**src/core/cmp_cond_pkg.sv**
```systemverilog
// Package with register map, field layout and timing constants of the block.
package cmp_cond_pkg;

	localparam int unsigned ADDR_W = 20;
	localparam int unsigned DATA_W = 8;
	localparam int unsigned NUM_CH = 2;

	// Documented register addresses.
	localparam logic [19:0] FILTER_EDGE_ADDR    = 20'hf0341;
	localparam logic [19:0] OUTPUT_CONTROL_ADDR = 20'hf0342;
	// Interrupt status, mask and comparator monitor registers.
	localparam logic [19:0] IRQ_STATUS_ADDR     = 20'hf0348;
	localparam logic [19:0] IRQ_MASK_ADDR       = 20'hf0349;
	localparam logic [19:0] MONITOR_ADDR        = 20'hf034a;

	localparam logic [7:0] FILTER_EDGE_RST    = 8'h00;
	localparam logic [7:0] OUTPUT_CONTROL_RST = 8'h00;
	localparam logic [7:0] IRQ_STATUS_RST     = 8'h00;
	localparam logic [7:0] IRQ_MASK_RST       = 8'h00;
	localparam logic [7:0] READ_UNMAPPED      = 8'h00;

	// Each channel owns one nibble; channel 1 sits in the high nibble.
	localparam int unsigned CH_NIBBLE     = 4;
	localparam int unsigned BOTH_EDGE_BIT = 3;
	localparam int unsigned FALL_EDGE_BIT = 2;
	localparam int unsigned RATE_LSB      = 0;
	localparam int unsigned INVERT_BIT    = 2;
	localparam int unsigned GATE_BIT      = 1;
	localparam int unsigned IRQ_EN_BIT    = 0;
	// Bits 7 and 3 of the output control register are reserved zeros.
	localparam logic [7:0] OUTPUT_CONTROL_WMASK = 8'h77;

	typedef enum logic [1:0] {
		RATE_BYPASS = 2'b00,
		RATE_DIV1   = 2'b01,
		RATE_DIV8   = 2'b10,
		RATE_DIV32  = 2'b11
	} filter_rate_t;

	localparam int unsigned DIV8_COUNT   = 8;
	localparam int unsigned DIV32_COUNT  = 32;
	localparam int unsigned AGREE_COUNT  = 4;

endpackage

```
**src/core/cmp_output_conditioning.sv**
```systemverilog
// Two-channel digital conditioning of analog comparator outputs.
//
// Overview of operation
// - Filter and edge register at F0341H, byte access, resets to 00H.
// - Edge select bit: 0 one-edge, 1 both-edge detection for requests.
// - Polarity bit: 0 rising edge fires, 1 falling edge fires.
// - Filter field: 00 none, 01 every clock, 10 clock/8, 11 clock/32.
// - Channel 0 uses the low nibble with the same field layout.
// - Output control register at F0342H, resets to 00H.
// - Output invert bit passes result straight or inverted.
// - Output gate bit forces cutoff output low when clear.
// - Interrupt enable bit blocks the channel interrupt request when clear.
// - Invert and gate steer only the cutoff path, never port pins.
// - Read-only monitor flag shows the synchronised comparator level, ahead of the noise filter.
`timescale 1ns/1ps
`default_nettype none
module cmp_output_conditioning
	import cmp_cond_pkg::*;
(
	input  wire logic              ref_clk,
	input  wire logic              reset_n,
	input  wire logic [ADDR_W-1:0] regAddr,
	input  wire logic [DATA_W-1:0] regWrData,
	input  wire logic              regWrite,
	input  wire logic              regRead,
	output var  logic [DATA_W-1:0] regRdData,
	input  wire logic [NUM_CH-1:0] cmpResult,
	output var  logic [NUM_CH-1:0] cutoffOut,
	output var  logic [NUM_CH-1:0] eventOut,
	output var  logic              irqOut
);

	// Picks the active edge from the edge select and polarity settings.
	function automatic logic edge_hit(input logic rise, input logic fall,
		input logic bothEdge, input logic fallEdge);
		if (bothEdge) begin
			return rise | fall;
		end
		return fallEdge ? fall : rise;
	endfunction

	// Register file.
	logic [7:0] filterEdge_ff;
	logic [7:0] outputControl_ff;
	logic [7:0] irqStatus_ff;
	logic [7:0] irqMask_ff;
	logic [7:0] regRdData_ff;
	logic [7:0] nxt_irqStatus;
	logic [7:0] nxt_regRdData;

	wire logic selFilterEdge;
	wire logic selOutputControl;
	wire logic selIrqStatus;
	wire logic selIrqMask;
	wire logic selMonitor;

	assign selFilterEdge    = regAddr == FILTER_EDGE_ADDR;
	assign selOutputControl = regAddr == OUTPUT_CONTROL_ADDR;
	assign selIrqStatus     = regAddr == IRQ_STATUS_ADDR;
	assign selIrqMask       = regAddr == IRQ_MASK_ADDR;
	assign selMonitor       = regAddr == MONITOR_ADDR;

	// Comparator input synchroniser, three stages.
	logic [NUM_CH-1:0] syncA_ff;
	logic [NUM_CH-1:0] syncB_ff;
	logic [NUM_CH-1:0] syncC_ff;
	logic [NUM_CH-1:0] cmpLevel_ff;
	wire  logic [NUM_CH-1:0] nxt_cmpLevel;

	// A change only counts once the second and third stage agree.
	assign nxt_cmpLevel = (syncB_ff & syncC_ff)
		| (cmpLevel_ff & (syncB_ff | syncC_ff));

	always_ff @(posedge ref_clk or negedge reset_n) begin
		if (!reset_n) begin
			syncA_ff    <= '0;
			syncB_ff    <= '0;
			syncC_ff    <= '0;
			cmpLevel_ff <= '0;
		end else begin
			syncA_ff    <= cmpResult;
			syncB_ff    <= syncA_ff;
			syncC_ff    <= syncB_ff;
			cmpLevel_ff <= nxt_cmpLevel;
		end
	end

	// Sample rate divider shared by both channels.
	logic [4:0] divCount_ff;
	wire  logic div8Tick;
	wire  logic div32Tick;

	assign div8Tick  = divCount_ff[2:0] == 3'(DIV8_COUNT - 1);
	assign div32Tick = divCount_ff == 5'(DIV32_COUNT - 1);

	always_ff @(posedge ref_clk or negedge reset_n) begin
		if (!reset_n) begin
			divCount_ff <= 5'h00;
		end else begin
			divCount_ff <= divCount_ff + 5'h01;
		end
	end

	// Per-channel conditioning.
	logic [NUM_CH-1:0] filtPrev_ff;
	logic [NUM_CH-1:0] cutoffOut_ff;
	logic [NUM_CH-1:0] eventOut_ff;
	wire  logic [NUM_CH-1:0] filtLevel;
	wire  logic [NUM_CH-1:0] chEdge;
	wire  logic [NUM_CH-1:0] chIrqReq;
	wire  logic [NUM_CH-1:0] nxt_cutoffOut;

	for (genvar ch = 0; ch < NUM_CH; ch++) begin : g_ch
		localparam int unsigned FB = ch * CH_NIBBLE;
		wire filter_rate_t rate;
		wire logic         sampleEn;
		wire logic         bothEdge;
		wire logic         fallEdge;
		wire logic         invert;
		wire logic         gate;
		wire logic         irqEn;
		wire logic         rise;
		wire logic         fall;

		// Channel 1 uses the high nibble, channel 0 the low one.
		assign rate = filter_rate_t'(filterEdge_ff[FB+RATE_LSB +: 2]);
		assign bothEdge = filterEdge_ff[FB+BOTH_EDGE_BIT];
		assign fallEdge = filterEdge_ff[FB+FALL_EDGE_BIT];
		assign invert   = outputControl_ff[FB+INVERT_BIT];
		assign gate     = outputControl_ff[FB+GATE_BIT];
		assign irqEn    = outputControl_ff[FB+IRQ_EN_BIT];

		// Sample strobe picked from the filter field.
		assign sampleEn = (rate == RATE_DIV1)
			| ((rate == RATE_DIV8) & div8Tick)
			| ((rate == RATE_DIV32) & div32Tick);

		cmp_noise_filter #(
			.AGREE (AGREE_COUNT)
		) u_filter (
			.ref_clk  (ref_clk),
			.reset_n  (reset_n),
			.bypass   (rate == RATE_BYPASS),
			.sampleEn (sampleEn),
			.levelIn  (cmpLevel_ff[ch]),
			.levelOut (filtLevel[ch])
		);

		assign rise = filtLevel[ch] & ~filtPrev_ff[ch];
		assign fall = ~filtLevel[ch] & filtPrev_ff[ch];
		// Rewriting the edge fields cannot fake an edge; only filtered level changes count.
		assign chEdge[ch] = edge_hit(rise, fall, bothEdge, fallEdge);
		assign chIrqReq[ch] = chEdge[ch] & irqEn;
		// The cutoff path is the only consumer of invert and gate.
		assign nxt_cutoffOut[ch] = gate & (filtLevel[ch] ^ invert);
	end

	always_ff @(posedge ref_clk or negedge reset_n) begin
		if (!reset_n) begin
			filtPrev_ff  <= '0;
			cutoffOut_ff <= '0;
			eventOut_ff  <= '0;
		end else begin
			filtPrev_ff  <= filtLevel;
			cutoffOut_ff <= nxt_cutoffOut;
			eventOut_ff  <= chEdge;
		end
	end

	// Register writes.
	always_ff @(posedge ref_clk or negedge reset_n) begin
		if (!reset_n) begin
			filterEdge_ff <= FILTER_EDGE_RST;
		end else if (regWrite && selFilterEdge) begin
			filterEdge_ff <= regWrData;
		end
	end

	always_ff @(posedge ref_clk or negedge reset_n) begin
		if (!reset_n) begin
			outputControl_ff <= OUTPUT_CONTROL_RST;
		end else if (regWrite && selOutputControl) begin
			outputControl_ff <= regWrData & OUTPUT_CONTROL_WMASK;
		end
	end

	always_ff @(posedge ref_clk or negedge reset_n) begin
		if (!reset_n) begin
			irqMask_ff <= IRQ_MASK_RST;
		end else if (regWrite && selIrqMask) begin
			irqMask_ff <= {6'h00, regWrData[NUM_CH-1:0]};
		end
	end

	// Sticky status: write one clears, a new request in the same cycle wins.
	always_comb begin
		nxt_irqStatus = irqStatus_ff;
		if (regWrite && selIrqStatus) begin
			nxt_irqStatus = irqStatus_ff & ~regWrData;
		end
		nxt_irqStatus[NUM_CH-1:0] = nxt_irqStatus[NUM_CH-1:0] | chIrqReq;
	end

	always_ff @(posedge ref_clk or negedge reset_n) begin
		if (!reset_n) begin
			irqStatus_ff <= IRQ_STATUS_RST;
		end else begin
			irqStatus_ff <= nxt_irqStatus;
		end
	end

	logic irqOut_ff;

	always_ff @(posedge ref_clk or negedge reset_n) begin
		if (!reset_n) begin
			irqOut_ff <= 1'b0;
		end else begin
			irqOut_ff <= |(nxt_irqStatus & irqMask_ff);
		end
	end

	// Read path: data stand in the cycle after the strobe only.
	wire logic [7:0] monitorValue;

	assign monitorValue = {6'h00, cmpLevel_ff};

	always_comb begin
		nxt_regRdData = READ_UNMAPPED;
		if (regRead) begin
			if (selFilterEdge) begin
				nxt_regRdData = filterEdge_ff;
			end else if (selOutputControl) begin
				nxt_regRdData = outputControl_ff;
			end else if (selIrqStatus) begin
				nxt_regRdData = irqStatus_ff;
			end else if (selIrqMask) begin
				nxt_regRdData = irqMask_ff;
			end else if (selMonitor) begin
				nxt_regRdData = monitorValue;
			end
		end
	end

	always_ff @(posedge ref_clk or negedge reset_n) begin
		if (!reset_n) begin
			regRdData_ff <= READ_UNMAPPED;
		end else begin
			regRdData_ff <= nxt_regRdData;
		end
	end

	assign regRdData = regRdData_ff;
	assign cutoffOut = cutoffOut_ff;
	assign eventOut  = eventOut_ff;
	assign irqOut    = irqOut_ff;

endmodule
`default_nettype wire

```
**src/core/cmp_noise_filter.sv**
```systemverilog
// Noise filter for one comparator channel with four-sample agreement.
`timescale 1ns/1ps
`default_nettype none
module cmp_noise_filter
	import cmp_cond_pkg::*;
#(
	parameter int unsigned AGREE = AGREE_COUNT
) (
	input  wire logic ref_clk,
	input  wire logic reset_n,
	input  wire logic bypass,
	input  wire logic sampleEn,
	input  wire logic levelIn,
	output var  logic levelOut
);

	logic [AGREE-1:0] history_ff;
	logic [AGREE-1:0] nxt_history;
	logic             levelOut_ff;
	logic             nxt_levelOut;
	wire  logic [AGREE-1:0] shifted;
	wire  logic       allHigh;
	wire  logic       allLow;

	// The vote looks at the history including this sample, taken from the
	// flops so that the combinational block never feeds back into itself.
	assign shifted = {history_ff[AGREE-2:0], levelIn};
	assign allHigh = &shifted;
	assign allLow  = ~|shifted;

	// In bypass the history is flooded so a switch to filtering starts clean.
	always_comb begin
		nxt_history  = history_ff;
		nxt_levelOut = levelOut_ff;
		if (bypass) begin
			nxt_history  = {AGREE{levelIn}};
			nxt_levelOut = levelIn;
		end else if (sampleEn) begin
			nxt_history = shifted;
			if (allHigh) begin
				nxt_levelOut = 1'b1;
			end else if (allLow) begin
				nxt_levelOut = 1'b0;
			end
		end
	end

	always_ff @(posedge ref_clk or negedge reset_n) begin
		if (!reset_n) begin
			history_ff  <= '0;
			levelOut_ff <= 1'b0;
		end else begin
			history_ff  <= nxt_history;
			levelOut_ff <= nxt_levelOut;
		end
	end

	assign levelOut = levelOut_ff;

endmodule
`default_nettype wire

```
**config.mk**
```make
export PLATFORM = sky130hd
export DESIGN_NAME = cmp_output_conditioning
export DESIGN_NICKNAME = d
export VERILOG_FILES = /design/src/core/cmp_cond_pkg.sv /design/src/core/cmp_output_conditioning.sv /design/src/core/cmp_noise_filter.sv
export SDC_FILE = /design/constraint.sdc
export NUM_CORES = 1
export LEC_CHECK = 0
export BUFFER_PORTS_ARGS = -buffer_cell sky130_fd_sc_hd__buf_2
export CORE_ASPECT_RATIO = 0.7
export CORE_UTILIZATION = 30
export CTS_BUF_LIST = sky130_fd_sc_hd__clkbuf_4
export DETAILED_ROUTE_END_ITERATION = 7
export GPL_ROUTABILITY_DRIVEN = 1
export SLEW_MARGIN = 20
export SYNTH_ARGS = -nofsm -noshare
export SYNTH_HDL_FRONTEND = slang
export SYNTH_SLANG_ARGS = --single-unit
```
**constraint.sdc**
```tcl
create_clock -name ref_clk -period 1.5 [get_ports ref_clk]
set_input_delay 0.3 -clock ref_clk [delete_from_list [all_inputs] [get_ports ref_clk]]
set_output_delay 0.3 -clock ref_clk [all_outputs]
set_load 0.02 [all_outputs]
```
======== After elaboration in Yosys (flattened, before gate mapping) ========
Index checks and enable logic that the tools add are counted.
word-level totals
  register bits after elaboration ......... 60
  bits of input ports ..................... 34
  output and inout port bits .............. 13
  logic and storage cells ................. 108
operators by class
  $add $sub $neg .......................... 1
  equality and inequality tests ........... 15
  mux-type cells .......................... 27
  bitwise logic cells ..................... 32
  reductions and logical operators ........ 15
operator list
  operator                                                               count
  20-bit equality test, second input constant                            5
  8-bit 2-to-1 mux                                                       5
  1-bit 2-to-1 mux                                                       16
  1-bit AND                                                              12
  3-bit 2-to-1 mux                                                       4
  8-bit by 2-bit AND with 8-bit output                                   1
  8-bit AND                                                              1
  2-bit equality test, second input constant                             4
  8-bit NOT                                                              1
  4-bit AND reduction                                                    2
  4-bit OR reduction                                                     2
  8-bit OR reduction                                                     1
  3-bit by 1-bit != test with 1-bit output, second input constant        2
  1-bit bitwise OR                                                       6
  2-bit bitwise OR                                                       3
  5-bit by 1-bit adder with 5-bit output, second input constant          1
  5-bit equality test, second input constant                             1
  2-bit AND                                                              2
  2-bit by 1-bit equality test with 1-bit output, second input constant  2
  1-bit logical AND                                                      4
  2-bit logical NOT                                                      2
  2-bit 2-to-1 mux                                                       2
  1-bit NOT                                                              4
  2-bit AND reduction                                                    2
  3 further kinds                                                        5

======== Logic depth before layout (Yosys ltp) ========
  depth after elaboration ................. 9
  depth in mapped cells ................... 7
  mapped depth without buffers ............ 7

======== By module ========
Synthesis repeated with hierarchy kept, for this count alone.
unflattened totals
  cell total of the unflattened synthesis .. 215
  area, all modules ....................... 2672.6 sq um
by module, submodules not included
  module                   times used  cells each  area an instance (sq um)
  cmp_output_conditioning  1           183         2294.7
  cmp_noise_filter         2           16          188.9

======== Worst setup path before layout ========
Ideal clock, no wire load.
  kind .................................... input port to flip-flop
  from .................................... in regAddr[14]
  to ...................................... reg outputControl_ff[0]
  library setup time ...................... 0.125 ns
  data arrival time ....................... 1.958 ns
  path slack .............................. -0.583 ns
  stages .................................. 4
  cells stage by stage .................... or4_4 -> or3_4 -> nor4_4 -> mux2_2
on the way
  cells in the longest elaborated chain, start to end .. 2
ends and longest elaborated chain
  item                    RTL line                        text
  start: declaration      cmp_output_conditioning.sv:22   input wire logic [ADDR_W-1:0] regAddr,
  20-bit equality test    cmp_output_conditioning.sv:58   assign selOutputControl = regAddr == OUTPUT_CONTROL_ADDR;
  1-bit logical AND       cmp_output_conditioning.sv:182  end else if (regWrite && selOutputControl) begin
  end signal: assignment  cmp_output_conditioning.sv:183  outputControl_ff <= regWrData & OUTPUT_CONTROL_WMASK;
  end: declaration        cmp_output_conditioning.sv:44   logic [7:0] outputControl_ff;
No other way between the ends.
A chain may end at the register's enable or synchronous reset.

======== Worst setup path after layout ========
  from .................................... in regAddr[4]
  to ...................................... reg filterEdge_ff[2]
on the way
  cells in the longest elaborated chain, start to end .. 2
ends and longest elaborated chain
  item                    RTL line                        text
  20-bit equality test    cmp_output_conditioning.sv:57   assign selFilterEdge = regAddr == FILTER_EDGE_ADDR;
  1-bit logical AND       cmp_output_conditioning.sv:174  end else if (regWrite && selFilterEdge) begin
  end signal: assignment  cmp_output_conditioning.sv:175  filterEdge_ff <= regWrData;
  end: declaration        cmp_output_conditioning.sv:43   logic [7:0] filterEdge_ff;
No other way between the ends.

==> metrics.yaml <==
synthesis:
  netlist_top_cells_count: "dfrtp_1 (60), mux2_2 (16), nor2_1 (15)"
  yosysWarnings: 0
  mappedNetlistArea_sq_mm: 0.00257
  synth_top_area_share_pct: 58.3
  synthesis.nets: 245
  async_flop_share_pct: 100
  syn_avg_cell_area_sq_um: 12.6
  ys_seq_area_share_pct: 58.3
  synth_edf_count: 0
  synth-seq-cells: 60
  synth_cell_types: 40
  yosys-top-cells-area: "dfrtp_1 (58%), mux2_2 (7.0%), ha_1 (3.4%)"
  ys.flop_type: "dfrtp_1"
  syn_inst: 204
  yosysTopAreaCell: "dfrtp_1"
  post-synth-top-count-cell: "dfrtp_1"
clocking:
  clk-insertion-delay-late_ps: 410
  cts_made_buffers: 9
  path_clk_slew_ps: 110
  cts.sinks: 60
  clockBufferDepth: 2
  cts_max_level: 3
  cts_tree: "yes"
  root_buffer: "clkbuf_4"
run:
  drv_cap: 0
critical_path:
  cp_cell_sequence: "buf_6, or4_4, or3_4, nor3b_4, buf_6, mux2_4"
  endpoint_kind: "flip-flop"
  cp_top_family: "simple AND/OR/NAND/NOR gates"
  start_kind: "input port"
  crit_top_cell: "buf_6"
  cp_slowest_cell: "or4_4"
  crit_fanout: 4
  cp.required_ps: 1790
  crit_type: "input port to flip-flop"
  worst-path-buf-inv: 2
  arrival_ps: 2030
  ff2ff_setup_slack_ps: -160
  critPathMaxStageDelay_ps: 520
routing:
  routed_wirelength_um: 6040
  dr.pass1.iters: 4
  routedWlPerCell_um: 15.6
  drt-initial-drc-count: 91
  postRouteAntennaNets: 0
  vias: 1898
  viasPerCell: 4.89
  drc_errors: 0
placement:
  portBuffers: 46
  place_congestion: 0.740
  hpwl_um: 4140
  place_ws_ps: -730
floorplanning:
  core-area_sq_mm: 0.00807
  ios: 47
  die-area_sq_mm: 0.00896
  die_x_um: 113
  num_rows: 27
  start_util_pct: 31.9
  fp.dieH_um: 79.5
grt:
  grt_pass1_vias: 2013
  antenna_found_initial: 0
  grt_use_total_pct: 15.4
  grt_max_degree: 61
  grt_pass1_wl_um: 10300
  grt-ovfl-total: 0
final_layout:
  drive_above_1_share_pct: 42.2
  multi_input_area_sq_mm: 0.00114
  fin_util_pct: 41.7
  syn2layout_area_growth_pct: 31.0
  n_antenna_cell: 0
  layout.nets: 324
  num-fill-cells: 780
  final-seq-area_sq_mm: 0.00150
sta:
  layout_setup_ws_ps: -238
  period_needed_ps: 1740
  rsz0062_at_grt: "yes"
  finalSetupViolCount: 30
  whs_ps: 83.3
  slew_violations: 0
  max_freq_mhz: 575
  relSlewSlack_pct: 78.6
  clock_skew_ps: 19.7
  finalCritPeriodShare_pct: 116
  hold_viol_final: 0
  finalSetupTns_ps: -4710
  worstMarginPinSlew_ps: 312
power:
  peakVddDrop_uv: 459
  cellPowerDensity_mw_per_mm2: 858
  p_leak_uw: 0.00161
outcome:
  violations: "setup timing"
  status: "finished with violations"
min_path:
  hold_path_class: "input port to flip-flop"
[timing repair]
action	in CTS	in global routing
cloned	0	0
pin swaps	6	5
setup buffers	3	0
endpoints found under the setup margin	32	35
hold endpoints to repair	62	0
gates resized for setup	22	8
hold buffers	3	0
[flip-flops by register name (all words and copies together), names as in the netlist]
register,count
cmpLevel_ff,2
cutoffOut,2
divCount_ff,5
eventOut,2
filtPrev_ff,2
filterEdge_ff,8
g_ch.u_filter.history_ff,6
g_ch.u_filter.levelOut,2
irqMask_ff,2
irqOut,1
irqStatus_ff,8
outputControl_ff,6
regRdData,8
syncA_ff,2
syncB_ff,2
syncC_ff,2
[path summary, 6_finish.rpt]
| kind | cells after the start | end | from |
|---|---|---|---|
| max in group asynchronous | 3 | filtPrev_ff[0]$_DFF_PN0_ | reset_n |
| min reg2reg | 0 | syncB_ff[0]$_DFF_PN0_ | syncA_ff[0]$_DFF_PN0_ |
| min in group asynchronous | 3 | regRdData[7]$_DFF_PN0_ | reset_n |
| max reg2reg | 6 | g_ch[1].u_filter.history_ff[0]$_DFFE_PN0P_ | divCount_ff[1]$_DFF_PN0_ |
| min | 2 | irqStatus_ff[7]$_DFFE_PN0N_ | regWrData[7] |
| max | 6 | filterEdge_ff[2]$_DFFE_PN0P_ | regAddr[4] |
[through the flow]
stage	power, uW	area, sq um	cells
floorplan	1820	2610	204
global placement	1970	3100	367
detailed placement	1980	3100	367
CTS	2920	3340	388
global route	3040	3370	388
finish	2890	3370	388
[power by group]
part	switching (uW)	internal, uW
logic	134	120
registers	42.3	1660
clock network	579	354
[cell families after synthesis]
kind of cell	after synthesis	synth area share (%)
AO/OA/AOI/OAI	42	11.2
XOR/XNOR	3	1.02
adder cells (fa/ha/maj)	9	4.18
buffers and inverters	12	1.75
flip-flops	60	58.3
multiplexers	26	11.3
AND/OR/NAND/NOR	52	12.3
[area by class of cell]
cell class,count,share of cell area (%)
Multi-Input combinational cell,132,33.7
Clock inverter,4,0.520
Clock buffer,11,2.45
Inverter,9,1.00
Tap cell,101,3.75
Timing Repair Buffer,71,14.0
Sequential cell,60,44.5
[worst reg2reg max path, delay by kind of cell (launching register included)]
family	cells	cell delay, ps
DFF	1	390
adders and majority gates	2	340
muxes	2	480
and+or+nand+nor	2	330
[cells in the final DEF, fill, tap and decap left out, types with 3 or more instances in the layout]
| cell type | Yosys | layout |
|---|---|---|
| inv_1 | 9 | 9 |
| nand2_1 | 9 | 7 |
| ha_1 | 7 | 4 |
| buf_4 | 0 | 15 |
| a22oi_1 | 6 | 6 |
| and2_1 | 4 | 4 |
| a21oi_1 | 12 | 10 |
| mux2_4 | 2 | 17 |
| clkbuf_4 | 0 | 11 |
| nand4_1 | 3 | 3 |
| nand3_1 | 3 | 3 |
| a31oi_1 | 3 | 3 |
| nor2b_1 | 3 | 3 |
| mux2i_1 | 8 | 7 |
| dlygate4sd3_1 | 0 | 3 |
| a2bb2oi_1 | 5 | 5 |
| dfrtp_1 | 60 | 60 |
| buf_6 | 0 | 8 |
| a21boi_0 | 6 | 6 |
| nor2_1 | 15 | 12 |
| nor2_2 | 0 | 3 |
| buf_2 | 0 | 44 |
[layer usage]
| metal | up-vias | part of all wire [%] | GRT usage [%] |
|---|---|---|---|
| met5 | - | 0 | 0 |
| li1 | 905 | - | - |
| met1 | 913 | 52 | 21.1 |
| met4 | 0 | 1.6 | 6.27 |
| met3 | 13 | 6.3 | 4.56 |
| met2 | 67 | 40 | 22.5 |
No activity file was read; power rests on OpenSTA's default activity.
